==> src/sdlcfs_pkg.sv <==
// Purpose: shared constants and types for the SDLC frame controller
// Assumes: 100 MHz system clock, 8-bit control images
// Notes: residue codes other than one and two bits are local choices
`default_nettype none
package sdlcfs_pkg;
  localparam int MCLK_MHZ = 100;
  localparam int MISS_NS = 320;
  localparam int MISS_CYC = (MISS_NS * MCLK_MHZ) / 1000;
  localparam int TXC_RTS = 1;
  localparam int EXT_AUTO_RTS = 2;
  localparam int LINE_UNDER = 2;
  localparam int LINE_MARK = 3;
  localparam int LINE_ENC = 5;
  localparam int MODE_SEL = 4;
  localparam int FIFO_EN = 2;
  localparam int STAT_OVF = 7;
  localparam int STAT_VALID = 6;
  localparam int MAIN_ABORT = 7;
  localparam int CLK_MISS = 6;
  localparam int STAT_DEPTH = 10;
  localparam int TX_DEPTH = 16;
  localparam logic [1:0] ENC_NRZI = 2'h1;
  localparam logic [1:0] MODE_SDLC = 2'h2;
  localparam logic [1:0] RXI_SPECIAL = 2'h3;
  localparam logic [7:0] FLAG = 8'h7e;
  localparam logic [6:0] ABORT = 7'h7f;
  localparam logic [15:0] CRC_INIT = 16'hffff;
  localparam logic [15:0] CRC_POLY = 16'h8408;
  localparam logic [15:0] CRC_GOOD = 16'hf0b8;
  // Residue code per leftover bit count, count 0 in the low slice
  localparam logic [23:0] RES_CODES = 24'hd5423b;
  typedef enum logic [2:0] {TX_IDLE, TX_OPEN, TX_DATA, TX_CRC, TX_CLOSE}
    sdlcfs_txst_t;
  typedef struct packed {
    logic [7:0] txCtrl, extOpt, lineOpt, mode, fifoCtl;
    logic [1:0] rxIntMode;
  } sdlcfs_cfg_t;
  typedef struct packed {logic statusRead, errorReset, resetIus;} sdlcfs_cmd_t;
  typedef struct packed {
    logic [7:0] frameStatus, mainStatus, clockStatus, rxCond;
  } sdlcfs_stat_t;
  typedef struct packed {logic valid, eof; logic [7:0] data;} sdlcfs_char_t;
  typedef struct packed {
    sdlcfs_txst_t st; logic [7:0] sh; logic [3:0] cnt; logic [15:0] crc;
    logic lvl, pin, rts, und;
  } sdlcfs_txs_t;
  localparam sdlcfs_txs_t TX_RESET = '{st: TX_IDLE, sh: FLAG, cnt: 4'h0,
    crc: CRC_INIT, lvl: 1'b1, pin: 1'b1, rts: 1'b0, und: 1'b0};
  typedef struct packed {
    logic [8:0] sr; logic inFr; logic [3:0] skip; logic [2:0] rcnt;
    logic [7:0] rbyte, holdD, nbytes; logic holdV; logic [15:0] crc;
    sdlcfs_char_t tail; logic locked, rx_char_available_irq, abrt, missOnce, twoMiss;
    logic [7:0] missCnt, cond;
  } sdlcfs_rxs_t;
  typedef struct packed {logic [3:0] wp, rp, cnt; logic ovf, enPrev;}
    sdlcfs_sts_t;
endpackage
`default_nettype wire

==> src/sdlcfs_top.sv <==
// Purpose: SDLC transmit framer, receive deframer and frame status FIFO
// Assumes: link clocks and receive data are asynchronous pins
// Notes: no zero insertion; receive line is plain NRZ
// Summary of operation
// - Valid bit shows stored complete frame
// - Anti-lock end-of-frame read raises character interrupt
// - Control bit 1 low drives RTS on
// - Underrun pulse when data runs out
// - Auto RTS release after closing flag when LINE_UNDER clear
// - Auto release waits through any frame chain
// - NRZI mark idle forces line high in SDLC mode
// - Forced high never delays next frame
// - Ten entries; eleventh sets overflow
// - Overflow locks status FIFO writes
// - Anti-lock overflow clears by enable toggle
// - Otherwise status read clears overflow
// - Break/abort flag clear after reset
// - Two-clocks-missing flag clear after reset
// - Residue code reported every frame
// - CRC bytes stored intact in data
// - CRC check independent of residue
// - Anti-lock end-of-frame never locks data
// - Other modes lock until error reset
`timescale 1ns/1ps
`default_nettype none
module sdlcfs_fifo #(
  parameter int WIDTH = 8,
  parameter int DEPTH = sdlcfs_pkg::TX_DEPTH
) (
  input wire logic mclk,
  input wire logic reset_n,
  input wire logic [WIDTH-1:0] inData,
  input wire logic inValid,
  output logic inReady,
  output logic [WIDTH-1:0] outData,
  output logic outValid,
  input wire logic outReady
);
  localparam int AW = $clog2(DEPTH);
  logic [WIDTH-1:0] mem [DEPTH];
  logic [AW-1:0] wp_reg, wp_next, rp_reg, rp_next;
  logic [AW:0] cnt_reg, cnt_next;
  logic wr, rd;
  assign inReady = cnt_reg != (AW+1)'(DEPTH);
  assign outValid = cnt_reg != '0;
  assign outData = mem[rp_reg];
  always_comb begin
    wr = inValid && inReady;
    rd = outValid && outReady;
    wp_next = wp_reg;
    rp_next = rp_reg;
    if (wr) wp_next = (wp_reg == AW'(DEPTH - 1)) ? '0 : wp_reg + 1'b1;
    if (rd) rp_next = (rp_reg == AW'(DEPTH - 1)) ? '0 : rp_reg + 1'b1;
    cnt_next = cnt_reg + {{AW{1'b0}}, wr} - {{AW{1'b0}}, rd};
  end
  always_ff @(posedge mclk or negedge reset_n) begin
    if (!reset_n) begin
      wp_reg <= '0;
      rp_reg <= '0;
      cnt_reg <= '0;
    end else begin
      wp_reg <= wp_next;
      rp_reg <= rp_next;
      cnt_reg <= cnt_next;
    end
  end
  always_ff @(posedge mclk) begin
    if (wr) mem[wp_reg] <= inData;
  end
endmodule

module sdlcfs_top #(
  parameter int TX_DEPTH = sdlcfs_pkg::TX_DEPTH,
  parameter int STAT_DEPTH = sdlcfs_pkg::STAT_DEPTH
) (
  input wire logic mclk,
  input wire logic reset_n,
  input wire sdlcfs_pkg::sdlcfs_cfg_t cfg,
  input wire sdlcfs_pkg::sdlcfs_cmd_t cmd,
  input wire logic [7:0] txWrData,
  input wire logic txWrValid,
  output logic txWrReady,
  input wire logic txClkIn,
  input wire logic rxClkIn,
  input wire logic rxDataIn,
  output logic txData,
  output logic rtsN,
  output logic txUnderrun,
  output sdlcfs_pkg::sdlcfs_char_t rxChar,
  output sdlcfs_pkg::sdlcfs_stat_t stat,
  output logic irqRca,
  output logic irqSpecial
);
  sdlcfs_pkg::sdlcfs_txs_t tx_reg, tx_next;
  sdlcfs_pkg::sdlcfs_rxs_t rx_reg, rx_next;
  sdlcfs_pkg::sdlcfs_sts_t st_reg, st_next;
  sdlcfs_pkg::sdlcfs_char_t rxChar_reg, rxChar_next, outc;
  logic [11:0] stMem [STAT_DEPTH];
  logic [11:0] stEntry;
  logic [2:0] syn1_reg, syn2_reg;
  logic [1:0] syn3_reg;
  logic [7:0] fData;
  logic [8:0] s;
  logic [2:0] res;
  logic fValid, fRd, txFall, rxRise, byteEnd, bitv, stPush, stWe, pop, ok;
  logic nrzi, forceHigh, autoRts, txBusy, antiLock, fifoEn;
  logic lastBit_reg, lastBit_next, undCause;

  function automatic logic [15:0] crcStep(input logic [15:0] c,
                                          input logic b);
    crcStep = (c >> 1) ^ ((c[0] ^ b) ? sdlcfs_pkg::CRC_POLY : 16'h0000);
  endfunction

  sdlcfs_fifo #(.WIDTH(8), .DEPTH(TX_DEPTH)) txFifo (
    .mclk(mclk),
    .reset_n(reset_n),
    .inData(txWrData),
    .inValid(txWrValid),
    .inReady(txWrReady),
    .outData(fData),
    .outValid(fValid),
    .outReady(fRd)
  );

  // Order: txClk, rxClk, rxData; third stage only for edge finding
  always_ff @(posedge mclk or negedge reset_n) begin
    if (!reset_n) begin
      syn1_reg <= '0;
      syn2_reg <= '0;
      syn3_reg <= '0;
    end else begin
      syn1_reg <= {rxDataIn, rxClkIn, txClkIn};
      syn2_reg <= syn1_reg;
      syn3_reg <= syn2_reg[1:0];
    end
  end
  assign txFall = syn3_reg[0] && !syn2_reg[0];
  assign rxRise = syn2_reg[1] && !syn3_reg[1];

  assign nrzi = cfg.lineOpt[sdlcfs_pkg::LINE_ENC +: 2] == sdlcfs_pkg::ENC_NRZI;
  assign forceHigh = nrzi && cfg.lineOpt[sdlcfs_pkg::LINE_MARK] &&
    cfg.mode[sdlcfs_pkg::MODE_SEL +: 2] == sdlcfs_pkg::MODE_SDLC;
  assign autoRts = cfg.extOpt[sdlcfs_pkg::EXT_AUTO_RTS] &&
    !cfg.lineOpt[sdlcfs_pkg::LINE_UNDER];
  // Busy until the last closing-flag bit time has ended on the pin
  assign txBusy = tx_reg.st != sdlcfs_pkg::TX_IDLE ||
    lastBit_reg;
  assign fifoEn = cfg.fifoCtl[sdlcfs_pkg::FIFO_EN];
  assign antiLock = fifoEn && cfg.rxIntMode == sdlcfs_pkg::RXI_SPECIAL;

  always_comb begin
    tx_next = tx_reg;
    lastBit_next = lastBit_reg;
    tx_next.und = 1'b0;
    fRd = 1'b0;
    bitv = 1'b1;
    byteEnd = 1'b0;
    if (!cfg.txCtrl[sdlcfs_pkg::TXC_RTS]) tx_next.rts = 1'b1;
    // Auto mode holds the driver on until the whole chain has left
    else if (!(autoRts && txBusy)) tx_next.rts = 1'b0;
    if (txFall) begin
      byteEnd = (tx_reg.st == sdlcfs_pkg::TX_CRC) ? tx_reg.cnt == 4'hf :
        tx_reg.cnt == 4'h7;
      case (tx_reg.st)
        sdlcfs_pkg::TX_IDLE: bitv = cfg.lineOpt[sdlcfs_pkg::LINE_MARK] |
          tx_reg.sh[0];
        sdlcfs_pkg::TX_CRC: bitv = ~tx_reg.crc[0];
        default: bitv = tx_reg.sh[0];
      endcase
      if (tx_reg.st == sdlcfs_pkg::TX_DATA) tx_next.crc = crcStep(tx_reg.crc, bitv);
      if (tx_reg.st == sdlcfs_pkg::TX_CRC) tx_next.crc = {1'b1, tx_reg.crc[15:1]};
      // Rotation shifts bits out; every byte end reloads the flag or the next data byte
      tx_next.sh = {tx_reg.sh[0], tx_reg.sh[7:1]};
      tx_next.cnt = tx_reg.cnt + 4'h1;
      lastBit_next = byteEnd && tx_reg.st == sdlcfs_pkg::TX_CLOSE;
      if (byteEnd) begin
        tx_next.cnt = 4'h0;
        tx_next.sh = sdlcfs_pkg::FLAG;
        case (tx_reg.st)
          sdlcfs_pkg::TX_IDLE: begin
            if (fValid) tx_next.st = sdlcfs_pkg::TX_OPEN;
          end
          sdlcfs_pkg::TX_OPEN: begin
            tx_next.st = sdlcfs_pkg::TX_DATA;
            tx_next.sh = fData;
            tx_next.crc = sdlcfs_pkg::CRC_INIT;
            fRd = 1'b1;
          end
          sdlcfs_pkg::TX_DATA: begin
            if (fValid) begin
              tx_next.sh = fData;
              fRd = 1'b1;
            end else begin
              tx_next.und = 1'b1;
              tx_next.st = cfg.lineOpt[sdlcfs_pkg::LINE_UNDER] ?
                sdlcfs_pkg::TX_CLOSE : sdlcfs_pkg::TX_CRC;
            end
          end
          sdlcfs_pkg::TX_CRC: tx_next.st = sdlcfs_pkg::TX_CLOSE;
          sdlcfs_pkg::TX_CLOSE: begin
            tx_next.st = fValid ? sdlcfs_pkg::TX_OPEN : sdlcfs_pkg::TX_IDLE;
          end
          default: tx_next.st = sdlcfs_pkg::TX_IDLE;
        endcase
      end
      // Only idle bits are forced, so a chained frame is never delayed
      if (forceHigh && tx_reg.st == sdlcfs_pkg::TX_IDLE) begin
        tx_next.pin = 1'b1;
        tx_next.lvl = 1'b1;
      end else if (nrzi) begin
        tx_next.lvl = bitv ? tx_reg.lvl : ~tx_reg.lvl;
        tx_next.pin = tx_next.lvl;
      end else begin
        tx_next.pin = bitv;
      end
    end
  end

  always_comb begin
    rx_next = rx_reg;
    outc = '0;
    s = '0;
    stPush = 1'b0;
    stEntry = '0;
    res = '0;
    ok = 1'b0;
    if (rxRise) begin
      rx_next.missCnt = 8'h00;
      rx_next.missOnce = 1'b0;
      rx_next.twoMiss = 1'b0;
      s = {rx_reg.sr[7:0], syn2_reg[2]};
      rx_next.sr = s;
      if (rx_reg.inFr && rx_reg.skip != 4'h0) begin
        rx_next.skip = rx_reg.skip - 4'h1;
      end else if (rx_reg.inFr) begin
        rx_next.crc = crcStep(rx_reg.crc, s[8]);
        rx_next.rbyte = {s[8], rx_reg.rbyte[7:1]};
        rx_next.rcnt = rx_reg.rcnt + 3'h1;
        if (rx_reg.holdV) begin
          outc = '{valid: 1'b1, eof: 1'b0, data: rx_reg.holdD};
          rx_next.holdV = 1'b0;
        end
        // Every bit, CRC bits too, is stored as data
        if (rx_reg.rcnt == 3'h7) begin
          rx_next.holdV = 1'b1;
          rx_next.holdD = rx_next.rbyte;
          rx_next.nbytes = rx_reg.nbytes + 8'h01;
        end
      end
      if (s[6:0] == sdlcfs_pkg::ABORT) begin
        rx_next.inFr = 1'b0;
        rx_next.abrt = 1'b1;
      end else if (s[7:0] == sdlcfs_pkg::FLAG) begin
        rx_next.abrt = 1'b0;
        if (rx_reg.inFr && rx_reg.skip == 4'h0) begin
          // Remainder check spans every bit, so alignment cannot matter
          ok = rx_next.crc == sdlcfs_pkg::CRC_GOOD;
          res = sdlcfs_pkg::RES_CODES[3 * rx_next.rcnt +: 3];
          stPush = 1'b1;
          stEntry = {ok, res, rx_next.nbytes};
          rx_next.cond = {1'b1, ~ok, 2'b00, res, 1'b0};
          rx_next.tail.eof = 1'b1;
          if (rx_next.rcnt == 3'h0) begin
            rx_next.tail.valid = rx_next.holdV;
            rx_next.tail.data = rx_next.holdD;
          end else begin
            rx_next.tail.valid = 1'b1;
            rx_next.tail.data = rx_next.rbyte >> (4'd8 - {1'b0, rx_next.rcnt});
          end
        end
        rx_next.inFr = 1'b1;
        rx_next.skip = 4'h8;
        rx_next.rcnt = 3'h0;
        rx_next.holdV = 1'b0;
        rx_next.nbytes = 8'h00;
        rx_next.crc = sdlcfs_pkg::CRC_INIT;
      end
    end else begin
      // End-of-frame character leaves one cycle after its tick
      if (rx_reg.tail.valid) begin
        outc = rx_reg.tail;
        rx_next.tail = '0;
      end
      if (rx_reg.missCnt == 8'(sdlcfs_pkg::MISS_CYC - 1)) begin
        rx_next.missCnt = 8'h00;
        rx_next.missOnce = 1'b1;
        if (rx_reg.missOnce) rx_next.twoMiss = 1'b1;
      end else begin
        rx_next.missCnt = rx_reg.missCnt + 8'h01;
      end
    end
    rxChar_next = outc;
    // Locked data FIFO drops arriving characters until error reset
    rxChar_next.valid = outc.valid && !rx_reg.locked;
    if (cmd.errorReset) rx_next.locked = 1'b0;
    if (cmd.resetIus) rx_next.rx_char_available_irq = 1'b0;
    if (rxChar_next.valid && outc.eof) begin
      if (antiLock) rx_next.rx_char_available_irq = 1'b1;
      else rx_next.locked = 1'b1;
    end
  end

  always_comb begin
    st_next = st_reg;
    st_next.enPrev = fifoEn;
    stWe = 1'b0;
    pop = cmd.statusRead && st_reg.cnt != 4'h0 && fifoEn;
    if (!fifoEn) begin
      st_next.wp = 4'h0;
      st_next.rp = 4'h0;
      st_next.cnt = 4'h0;
    end else begin
      if (!st_reg.enPrev) st_next.ovf = 1'b0;
      if (pop) begin
        st_next.rp = (st_reg.rp == 4'(STAT_DEPTH - 1)) ? 4'h0 : st_reg.rp + 4'h1;
        st_next.cnt = st_reg.cnt - 4'h1;
        if (!antiLock) st_next.ovf = 1'b0;
      end
      if (stPush && !st_reg.ovf) begin
        if (st_next.cnt == 4'(STAT_DEPTH)) begin
          st_next.ovf = 1'b1;
        end else begin
          stWe = 1'b1;
          st_next.wp = (st_reg.wp == 4'(STAT_DEPTH - 1)) ? 4'h0 :
            st_reg.wp + 4'h1;
          st_next.cnt = st_next.cnt + 4'h1;
        end
      end
    end
  end

  always_ff @(posedge mclk or negedge reset_n) begin
    if (!reset_n) begin
      tx_reg <= sdlcfs_pkg::TX_RESET;
      rx_reg <= '0;
      st_reg <= '0;
      rxChar_reg <= '0;
      lastBit_reg <= 1'b0;
    end else begin
      tx_reg <= tx_next;
      rx_reg <= rx_next;
      st_reg <= st_next;
      rxChar_reg <= rxChar_next;
      lastBit_reg <= lastBit_next;
    end
  end
  always_ff @(posedge mclk) begin
    if (stWe) stMem[st_reg.wp] <= stEntry;
  end

  assign txData = tx_reg.pin;
  assign rtsN = !tx_reg.rts;
  assign txUnderrun = tx_reg.und;
  assign rxChar = rxChar_reg;
  assign irqRca = rx_reg.rx_char_available_irq;
  assign irqSpecial = rx_reg.locked;
  // Empty FIFO shows no count, so discarded entries never leak out
  assign stat.frameStatus = {st_reg.ovf, st_reg.cnt != 4'h0,
    (st_reg.cnt != 4'h0) ? stMem[st_reg.rp][5:0] : 6'h00};
  assign stat.mainStatus = {rx_reg.abrt, 7'h00};
  assign stat.clockStatus = {1'b0, rx_reg.twoMiss, 6'h00};
  assign stat.rxCond = rx_reg.cond;

  assign undCause = txFall && byteEnd && !fValid &&
    tx_reg.st == sdlcfs_pkg::TX_DATA;
endmodule
`default_nettype wire

==> config.mk <==
export PLATFORM = sky130hd
export DESIGN_NAME = sdlcfs_top
export DESIGN_NICKNAME = d
export VERILOG_FILES = /design/src/sdlcfs_pkg.sv /design/src/sdlcfs_top.sv
export SDC_FILE = /design/constraint.sdc
export NUM_CORES = 1
export LEC_CHECK = 0
export ABC_AREA = 1
export ABC_CLOCK_PERIOD_IN_PS = 4600
export BUFFER_PORTS_ARGS = -buffer_cell sky130_fd_sc_hd__buf_4
export CORE_MARGIN = 2
export CORE_UTILIZATION = 45
export DETAILED_ROUTE_END_ITERATION = 8
export MAX_ROUTING_LAYER = met4
export SKIP_CTS_REPAIR_TIMING = 1
export SYNTH_ARGS = -nofsm -noshare
export SYNTH_HDL_FRONTEND = slang
export SYNTH_HIERARCHICAL = 1
export SYNTH_SLANG_ARGS = --single-unit
==> constraint.sdc <==
create_clock -name mclk -period 4.6 [get_ports mclk]
set_clock_uncertainty 0.15 [all_clocks]
set_input_delay 0.69 -clock mclk [delete_from_list [all_inputs] [get_ports mclk]]
set_output_delay 0.69 -clock mclk [all_outputs]
set_load 0.005 [all_outputs]
After elaboration in Yosys (flattened, before gate mapping)
Memory sizes are Yosys's and may differ from the RTL's.
Cells that the tools add are included.

storage, ports and cells
  register bits after elaboration = 166
  bits in latches = 0
  bits in writable memories = 248
  memory bits (read-only) = 0
  input bits = 59
  output and inout port bits = 48
  memories kept = 2

operators by class
  $add $sub $neg = 14
  $mul = 1
  divide/modulo/power cells = 0
  order comparisons = 0
  equal/unequal tests = 29
  shift operators = 2
  muxes and demuxes = 91
  bitwise logic cells = 9
  reductions and logical operators = 45

memories
  memory      depth  width  read ports  clocked after Yosys merged registers in  write ports  RTL line          source
  txFifo.mem  16     8      1           0                                        1            sdlcfs_top.sv:40  logic [WIDTH-1:0] mem [DEPTH];
  stMem       10     12     1           0                                        1            sdlcfs_top.sv:98  logic [11:0] stMem [STAT_DEPTH];

operators with widths
  cell                       count
  $mux W44                   3
  $mux W10                   8
  $mux W16                   5
  $mux W35                   2
  $mux W12                   5
  $mux W1                    38
  $mux W4                    8
  $mux W8                    4
  $xor A15 B16 Y16           2
  $mux W28                   1
  $mux W9                    3
  $add A4 B1 Y4 const B      6
  $eq A4 B4 Y1 const B       6
  $shiftx A24 B6 Y3 const A  1
  $logic_and A1 B1 Y1        18
  $mux W17                   1
  $add A8 B1 Y8 const B      2
  $eq A16 B16 Y1 const B     1
  $pmux W8 S2                1
  $pmux W3 S5                1
  $reduce_and A4 Y1          3
  $ne A2 B2 Y1 const B       5
  $reduce_bool A2 Y1         5
  $mux W3                    3
  other kinds (35)           59

Longest topological paths before layout
Gate-level depths: netlist of the first run.

  depth after elaboration = 13
  depth in mapped cells = 19
  mapped depth without buffers = 19

Modules after synthesis
Netlist of the first run, hierarchy kept.

modules (own cells, without submodules)
  module       times used  cells each  area each (sq um)  sequential area each (sq um)
  sdlcfs_top   1           1,169       10,316.1           5,610.4
  sdlcfs_fifo  1           657         6,412.4            4,169.0

Worst setup path before layout of the first run
OpenSTA, ideal clock, no wires.

  path kind = register to register
  from = register tx_reg[34] in the netlist's numbering
  to = register txFifo.cnt_reg[4]
  setup time = 0.128 ns
  arrival time = 2.693 ns
  slack = 1.629 ns
  stages on the path, launching flop included = 20
  period minus slack after synthesis = 2.971 ns
  cell sequence = dfrtp_1 > inv_1 > nand2_1 > inv_2 > nand2_2 > nand2_1 > nand4_1 > inv_1 > nand2_1 > nor2_1 > nand2_1 > inv_2 > ha_1 > inv_1 > ha_1 > inv_1 > fa_1 > o21ai_0 > a21oi_1 > xor2_1

between the ends
  word-level cells in the longest chain between the ends = 6
  elaborated cells on any way between the ends = 9

RTL lines
  element                                 RTL line                              source
  from (decl)                             sdlcfs_top.sv:94                      sdlcfs_pkg::sdlcfs_txs_t tx_reg, tx_next;
  from (signal assigned)                  sdlcfs_top.sv:334                     tx_reg <= sdlcfs_pkg::TX_RESET;
  from (signal assigned)                  sdlcfs_top.sv:340                     tx_reg <= tx_next;
  $eq A3 B2 Y1 (tied with other cells)    sdlcfs_top.sv:179                     case (tx_reg.st)
  $pmux W1 S2 or $mux W1 (tied branches)  sdlcfs_top.sv:179, sdlcfs_top.sv:162
  $mux W1 *                               sdlcfs_top.sv:176                     if (byteEnd) begin
  $mux W1 *                               sdlcfs_top.sv:161                     if (txFall) begin
  net fRd                                 sdlcfs_top.sv:105                     logic fValid, fRd, txFall, rxRise, byteEnd, bitv, stPush, stWe, pop, ok;
  $logic_and A1 B1 Y1 *                   sdlcfs_top.sv:49                      rd = outValid && outReady;
  net txFifo.rd                           sdlcfs_top.sv:43                      logic wr, rd;
  $sub A5 B1 Y5 *                         sdlcfs_top.sv:54                      cnt_next = cnt_reg + {{AW{1'b0}}, wr} - {{AW{1'b0}}, rd};
  net txFifo.cnt_next[4]                  sdlcfs_top.sv:42                      logic [AW:0] cnt_reg, cnt_next;
  to (signal assigned)                    sdlcfs_top.sv:64                      cnt_reg <= cnt_next;
  to (decl)                               sdlcfs_top.sv:42

Mark *: on every way through the listed nets, which the timed path passes. The rest lies on a longest branch.
A chain may end at the register's enable or synchronous reset.

Worst setup path in the final report of the first run
Same ends and word-level chain as after synthesis.

==> impl_metrics.py, run 1 <==
metrics = {
    "sta": {
        "rsz0062_at_grt": "no",
        "min_period_over_period_pct": 78.3,
        "setup_tns_ps": 0,
        "fmax_ghz": 0.278,
        "drv_slew": 0,
        "finalHoldViolations": 0,
        "worst_pin_slew_ps": 1190,
        "holdWs_ps": 85.5,
        "fin_crit_ps": 3600,
        "relSlewSlack_pct": 20.7,
        "setup_viol": 0,
    },
    "die": {
        "row_count": 70,
        "io_pins": 107,
        "die_y_um": 197,
        "core_area_mm2": 0.0366,
        "fp.dieArea_mm2": 0.0387,
        "die_w_um": 197,
        "initial_utilization_pct": 45.7,
    },
    "run_status": {
        "status": "complete, no violations",
    },
    "worst_setup_path": {
        "cpPeakStageDelay_ps": 400,
        "critPathLaunchType": "flip-flop",
        "worstPathRequired_ps": 4870,
        "path_cells": "inv_1, nand2_1, inv_2, nand2_2, nand2_1, nand4_1, inv_1, nand2_1, nor2_1, nand2_1, inv_2, ha_1, inv_1, ha_1, inv_1, fa_1, o21ai_0, a21oi_1, xor2_1",
        "crit_path_top_delay_cell": "fa_1",
        "worstSetupEndpointType": "flip-flop",
        "cp.arrival_ps": 3860,
        "crit_type": "reg -> reg",
        "worstPathMaxFanout": 15,
    },
    "synthesis": {
        "yosysTopAreaCell": "edfxtp_1",
        "synth.yosys.seq_area_share_pct": 58.5,
        "synth-edff-count": 188,
        "ys_ff_latch": 352,
        "synth.area.top_cells": "edfxtp_1 (34%), dfrtp_1 (21%), nand2_1 (11%), inv_1 (5.5%), nand3_1 (5.1%)",
        "synth_cell_types": 47,
        "yosysWarnings": 6,
        "synth_common_cells": "nand2_1 (497), inv_1 (247), edfxtp_1 (188), nand3_1 (171), dfrtp_1 (140)",
        "syn_avg_cell_area_um2": 9.16,
        "synth_most_common_cell": "nand2_1",
        "synthFlopType": "edfxtp_1",
        "synth_top_cell_area_share_pct": 33.7,
        "netlist_area_mm2": 0.0167,
        "synthCells": 1826,
        "async_flop_share_pct": 46.6,
    },
    "drt": {
        "drtIter0Drc": 837,
        "dr.pass1.iters": 5,
        "drc": 0,
        "drt_wl_total_mm": 35.6,
        "ant_nets": 0,
        "via_per_inst": 5.09,
        "route.vias.total": 12000,
        "wl_per_cell_um": 15.1,
    },
    "finish": {
        "drive_gt1_share_pct": 10.1,
        "largest_reg_flops": 128,
        "multi_input_area_mm2": 0.00548,
        "syn_to_final_growth_pct": 11.5,
        "antenna_cells": 0,
        "seqCellArea_mm2": 0.00978,
        "design_area_mm2": 0.0187,
        "fillCellCount": 3301,
        "nets": 1943,
        "layoutNonFillerInstCount": 2357,
    },
    "clocking": {
        "clk_pin_slew_worst_paths_ps": 60,
        "clock_latency_ps": 550,
        "clock_sinks": 352,
        "htree_num_levels": 2,
        "cts.path.max_buffers": 3,
        "cts-buffers-inserted": 40,
        "root_buffer": "clkbuf_16",
        "tritoncts": "built",
    },
    "placement": {
        "placed_cells": 2284,
        "placed_area_mm2": 0.0174,
        "detailed_place_hpwl_mm": 22.3,
        "io_buffers": 58,
        "gp_congestion": 0.831,
    },
    "power_and_ir_drop": {
        "peakVddDrop_mv": 0.285,
        "powerDensity_mw_per_mm2": 454,
        "p_leak_nw": 8.57,
    },
    "run": {
        "max_cap_viol_count": 0,
    },
    "grt": {
        "grt_max_degree": 94,
        "antenna_found_initial": 0,
        "grt_usage_pct": 19.5,
        "grt_pass1_vias": 11600,
        "grt_pass1_wl_mm": 59.3,
        "grt-ovfl-total": 0,
    },
    "min_path": {
        "hp-class": "in -> async",
    },
}
## placed cells by master (no fill, tap or decap), drive strengths merged, types with 3 or more instances in the layout
| cell | netlist | layout |
|---|---|---|
| nor2 | 124 | 124 |
| nor3 | 16 | 16 |
| clkbuf | 34 | 57 |
| ha | 25 | 25 |
| nand3 | 176 | 176 |
| o21ai | 110 | 110 |
| clkinv | 1 | 11 |
| edfxtp | 188 | 188 |
| xor2 | 16 | 16 |
| nand4 | 28 | 28 |
| a21oi | 37 | 37 |
| conb | 1 | 17 |
| xnor2 | 4 | 4 |
| o22a | 4 | 4 |
| o22ai | 33 | 33 |
| nand2 | 505 | 505 |
| o211ai | 7 | 7 |
| a31oi | 3 | 3 |
| a22oi | 10 | 10 |
| a32o | 6 | 6 |
| dfstp | 24 | 24 |
| dfrtp | 140 | 140 |
| bufinv | 0 | 4 |
| buf | 63 | 71 |
| inv | 260 | 262 |
## cell families after synthesis
logic type | share of synthesized area, %
xor gates and xnor gates | 1.05
AOI/OAI and AO/OA | 7.34
adders and majority gates | 1.99
buffers and inverters | 9.21
and+or+nand+nor | 21.9
DFF | 58.5
other | 0.0224
## area by class of cell
type,count,share of cell area [%]
inverter,261,5.26
clock buffer,57,5.82
multi-input combinational,1132,29.4
sequential,352,52.4
clock inverter,16,1.09
timing repair buffer,71,2.88
tap,468,3.14
## worst max-delay path: cells and delay by family, from the launching register on
family,cells,cell delay (ps)
AOI/OAI and AO/OA,2,290
xor gates and xnor gates,1,140
adders and majority gates,3,790
buffers and inverters,6,680
DFF,1,390
and+or+nand+nor,7,1020
## routing by layer
| layer | GRT usage (%) | up-vias | wire length (µm) |
|---|---|---|---|
| li1 | - | 6017 | - |
| met1 | 26.8 | 5698 | 17100 |
| met2 | 30.8 | 222 | 16400 |
| met3 | 2.94 | 50 | 1470 |
| met4 | 4.57 | 0 | 665 |
| met5 | - | - | 0 |
## report_power, final
group          switching, W  internal [W]  leakage (nW)
combinational      0.000958      0.000475          4.11
clock               0.00124       0.00188         0.626
sequential         0.000185       0.00372          3.83
## path summary, 6_finish.rpt
path,startpoint,slack (ps),end,depth (start not counted)
worst min register to register,syn1_reg[2],200,syn2_reg[2],0
worst max register to register,tx_reg[34],1000,txFifo/cnt_reg[4],19
min in group mclk,rxDataIn,110,syn1_reg[2],1
max in group asynchronous,reset_n,3170,rx_reg[17],2
worst min-delay path,reset_n,90,tx_reg[34],1
worst max-delay path,tx_reg[34],1000,txFifo/cnt_reg[4],19
## through the flow
| stage | worst slack, ps | power (W) | util [%] |
|---|---|---|---|
| 4_1_cts | 1040 | 0.00854 | 50.9 |
| 3_5_place_dp | 1050 | 0.00540 | 47.4 |
| 5_1_grt | 607 | 0.00894 | 50.9 |
| 3_3_place_gp | 1100 | 0.00535 | 47.4 |
| 6_report | 1000 | 0.00846 | 50.9 |
| 2_1_floorplan | 1630 | 0.00502 | - |
No activity file was read; power rests on OpenSTA's default activity.
==> run 2, diff against run 1 <==
- ABC_CLOCK_PERIOD_IN_PS: 4600 -> 3300
- clock period: 4.6 -> 3.3 ns (I/O delays scaled with it)
==> run 2 against run 1 <==
Final cell count rose by 1.5%. Core utilization rose by 1.1 points. Largest power group unchanged. First-iteration DRC count fell by 9.3%. Critical path type unchanged. Largest cell class unchanged.
==> impl_metrics.py, run 2 (synthesis results as in run 1) <==
metrics = {
    "sta": {
        "fmax_ghz": 0.327,
        "relSlewSlack_pct": 42.2,
        "setup_tns_ps": 0,
        "fin_crit_ps": 3060,
        "worst_pin_slew_ps": 864,
        "setup_viol": 0,
        "drv_slew": 0,
        "min_period_over_period_pct": 92.7,
        "finalHoldViolations": 0,
    },
    "worst_setup_path": {
        "path_cells": "inv_1, ha_1, inv_1, nor2_1, nand2_2, nand3_4, o21ai_0, ha_1, nand2_1, nor2_4, nor2_8, nand4_2, nor2_1",
        "cp.arrival_ps": 3080,
        "cpPeakStageDelay_ps": 490,
        "path_buf_inv": 2,
        "worstPathRequired_ps": 3320,
        "worstReg2RegEnd": "stMem[5][3]",
        "worstPathMaxFanout": 9,
        "rr_worst_depth": 13,
        "worstSetupEndpointType": "flip-flop",
        "crit_path_top_delay_cell": "nor2_1",
        "reg2reg_from": "st_reg[2]",
        "r2r_slack_ps": 240,
        "critPathLaunchType": "flip-flop",
        "crit_type": "reg -> reg",
        "cp_top_family": "simple AND/OR/NAND/NOR gates",
    },
    "power_and_ir_drop": {
        "p_comb_share_pct": 16.9,
        "switching_share_pct": 27.7,
        "clkPwrFrac_pct": 38.1,
        "p_leak_nw": 8.79,
        "power_frac_seq_pct": 45.0,
        "p_sw_w": 0.00336,
        "powerDensity_mw_per_mm2": 637,
        "peakVddDrop_mv": 0.361,
        "intPower_w": 0.00878,
    },
    "grt": {
        "grt-ovfl-total": 0,
        "grt_pass1_wl_mm": 60.1,
        "grt_usage_pct": 19.9,
        "grt_pass1_vias": 11800,
        "antenna_found_initial": 0,
        "grt_max_degree": 69,
    },
    "finish": {
        "antenna_cells": 0,
        "layout_commonest_cell": "nand2_1",
        "design_area_mm2": 0.0191,
        "final_cell_mix": "nand2_1 (496), inv_1 (247), edfxtp_1 (188)",
        "nets": 1977,
        "largest_reg_flops": 128,
        "drive_gt1_share_pct": 11.9,
        "syn_to_final_growth_pct": 13.9,
        "fillCellCount": 3313,
    },
    "die": {
        "fp.dieArea_mm2": 0.0387,
        "row_count": 70,
        "die_y_um": 197,
        "io_pins": 107,
        "initial_utilization_pct": 45.7,
        "die_w_um": 197,
        "core_area_mm2": 0.0366,
    },
    "placement": {
        "io_buffers": 58,
        "placed_area_mm2": 0.0176,
        "detailed_place_hpwl_mm": 23.5,
        "gp_congestion": 0.856,
    },
    "drt": {
        "drtIter0Drc": 759,
        "ant_nets": 0,
        "drc": 0,
        "via_per_inst": 5.10,
        "dr.pass1.iters": 5,
        "drt_wl_total_mm": 36.6,
        "wl_per_cell_um": 15.3,
        "route.vias.total": 12200,
    },
    "run_status": {
        "status": "complete, no violations",
    },
    "clocking": {
        "tritoncts": "built",
        "root_buffer": "clkbuf_16",
        "clock_latency_ps": 530,
        "clk_pin_slew_worst_paths_ps": 60,
        "cts.path.max_buffers": 3,
        "htree_num_levels": 2,
        "cts-buffers-inserted": 40,
        "clock_sinks": 352,
    },
    "min_path": {
        "hold_end": "tx_reg[1]",
        "holdCritStartpoint": "cfg[20]",
        "hold_path_depth": 2,
        "hp-class": "in -> reg",
    },
    "run": {
        "max_cap_viol_count": 0,
    },
}
==> run 2: area by class of cell <==
class | instances | area (µm²) | share of cell area (%)
Sequential cell | 352 | 9780 | 51.3
Multi-Input combinational cell | 1132 | 5490 | 28.8
Clock buffer | 55 | 1130 | 5.93
Inverter | 261 | 981 | 5.15
Timing Repair Buffer | 105 | 835 | 4.38
Tap cell | 468 | 586 | 3.07
Clock inverter | 19 | 260 | 1.37
==> run 2: power by group through the flow <==
stage                     clock network (W)  registers [W]  logic (W)
after CTS                           0.00475        0.00546    0.00205
final                               0.00462        0.00546    0.00205
after detailed placement                  0        0.00555    0.00203
after global routing                0.00491        0.00552    0.00237
after global placement                    0        0.00553    0.00198
after floorplan                           0        0.00546    0.00154
==> run 2: stage by stage <==
step	hold WS (ps)	std cells	util, %	power (W)	setup slack [ps]
floorplan	49.4	1842	-	0.00700	329
global placement	185	2306	47.9	0.00752	181
detailed placement	194	2306	47.9	0.00758	119
CTS	-145	2380	51.7	0.0123	95.6
global route	37.1	2392	52.1	0.0128	-19.2
finish	30.8	2392	52.1	0.0121	239
==> run 2: how the worst max path moves through the flow <==
stage | from | to | slack [ps] | cells past startpoint
floorplan | tx_reg[34] | txFifo/cnt_reg[4] | 330 | 19
global placement | tx_reg[34] | txFifo/cnt_reg[4] | 180 | 19
detailed placement | tx_reg[34] | txFifo/cnt_reg[4] | 120 | 19
CTS | tx_reg[34] | txFifo/cnt_reg[4] | 100 | 19
global route | tx_reg[34] | txFifo/cnt_reg[4] | -20 | 19
finish | st_reg[2] | stMem[5][3] | 240 | 13
==> run 2: per-layer routing <==
| layer | up-vias | track usage, % | wire, µm |
|---|---|---|---|
| li1 | 6080 | - | - |
| met1 | 5836 | 26.7 | 17000 |
| met2 | 218 | 32.3 | 17400 |
| met3 | 69 | 2.55 | 1410 |
| met4 | 0 | 5.12 | 854 |
| met5 | - | - | 0 |
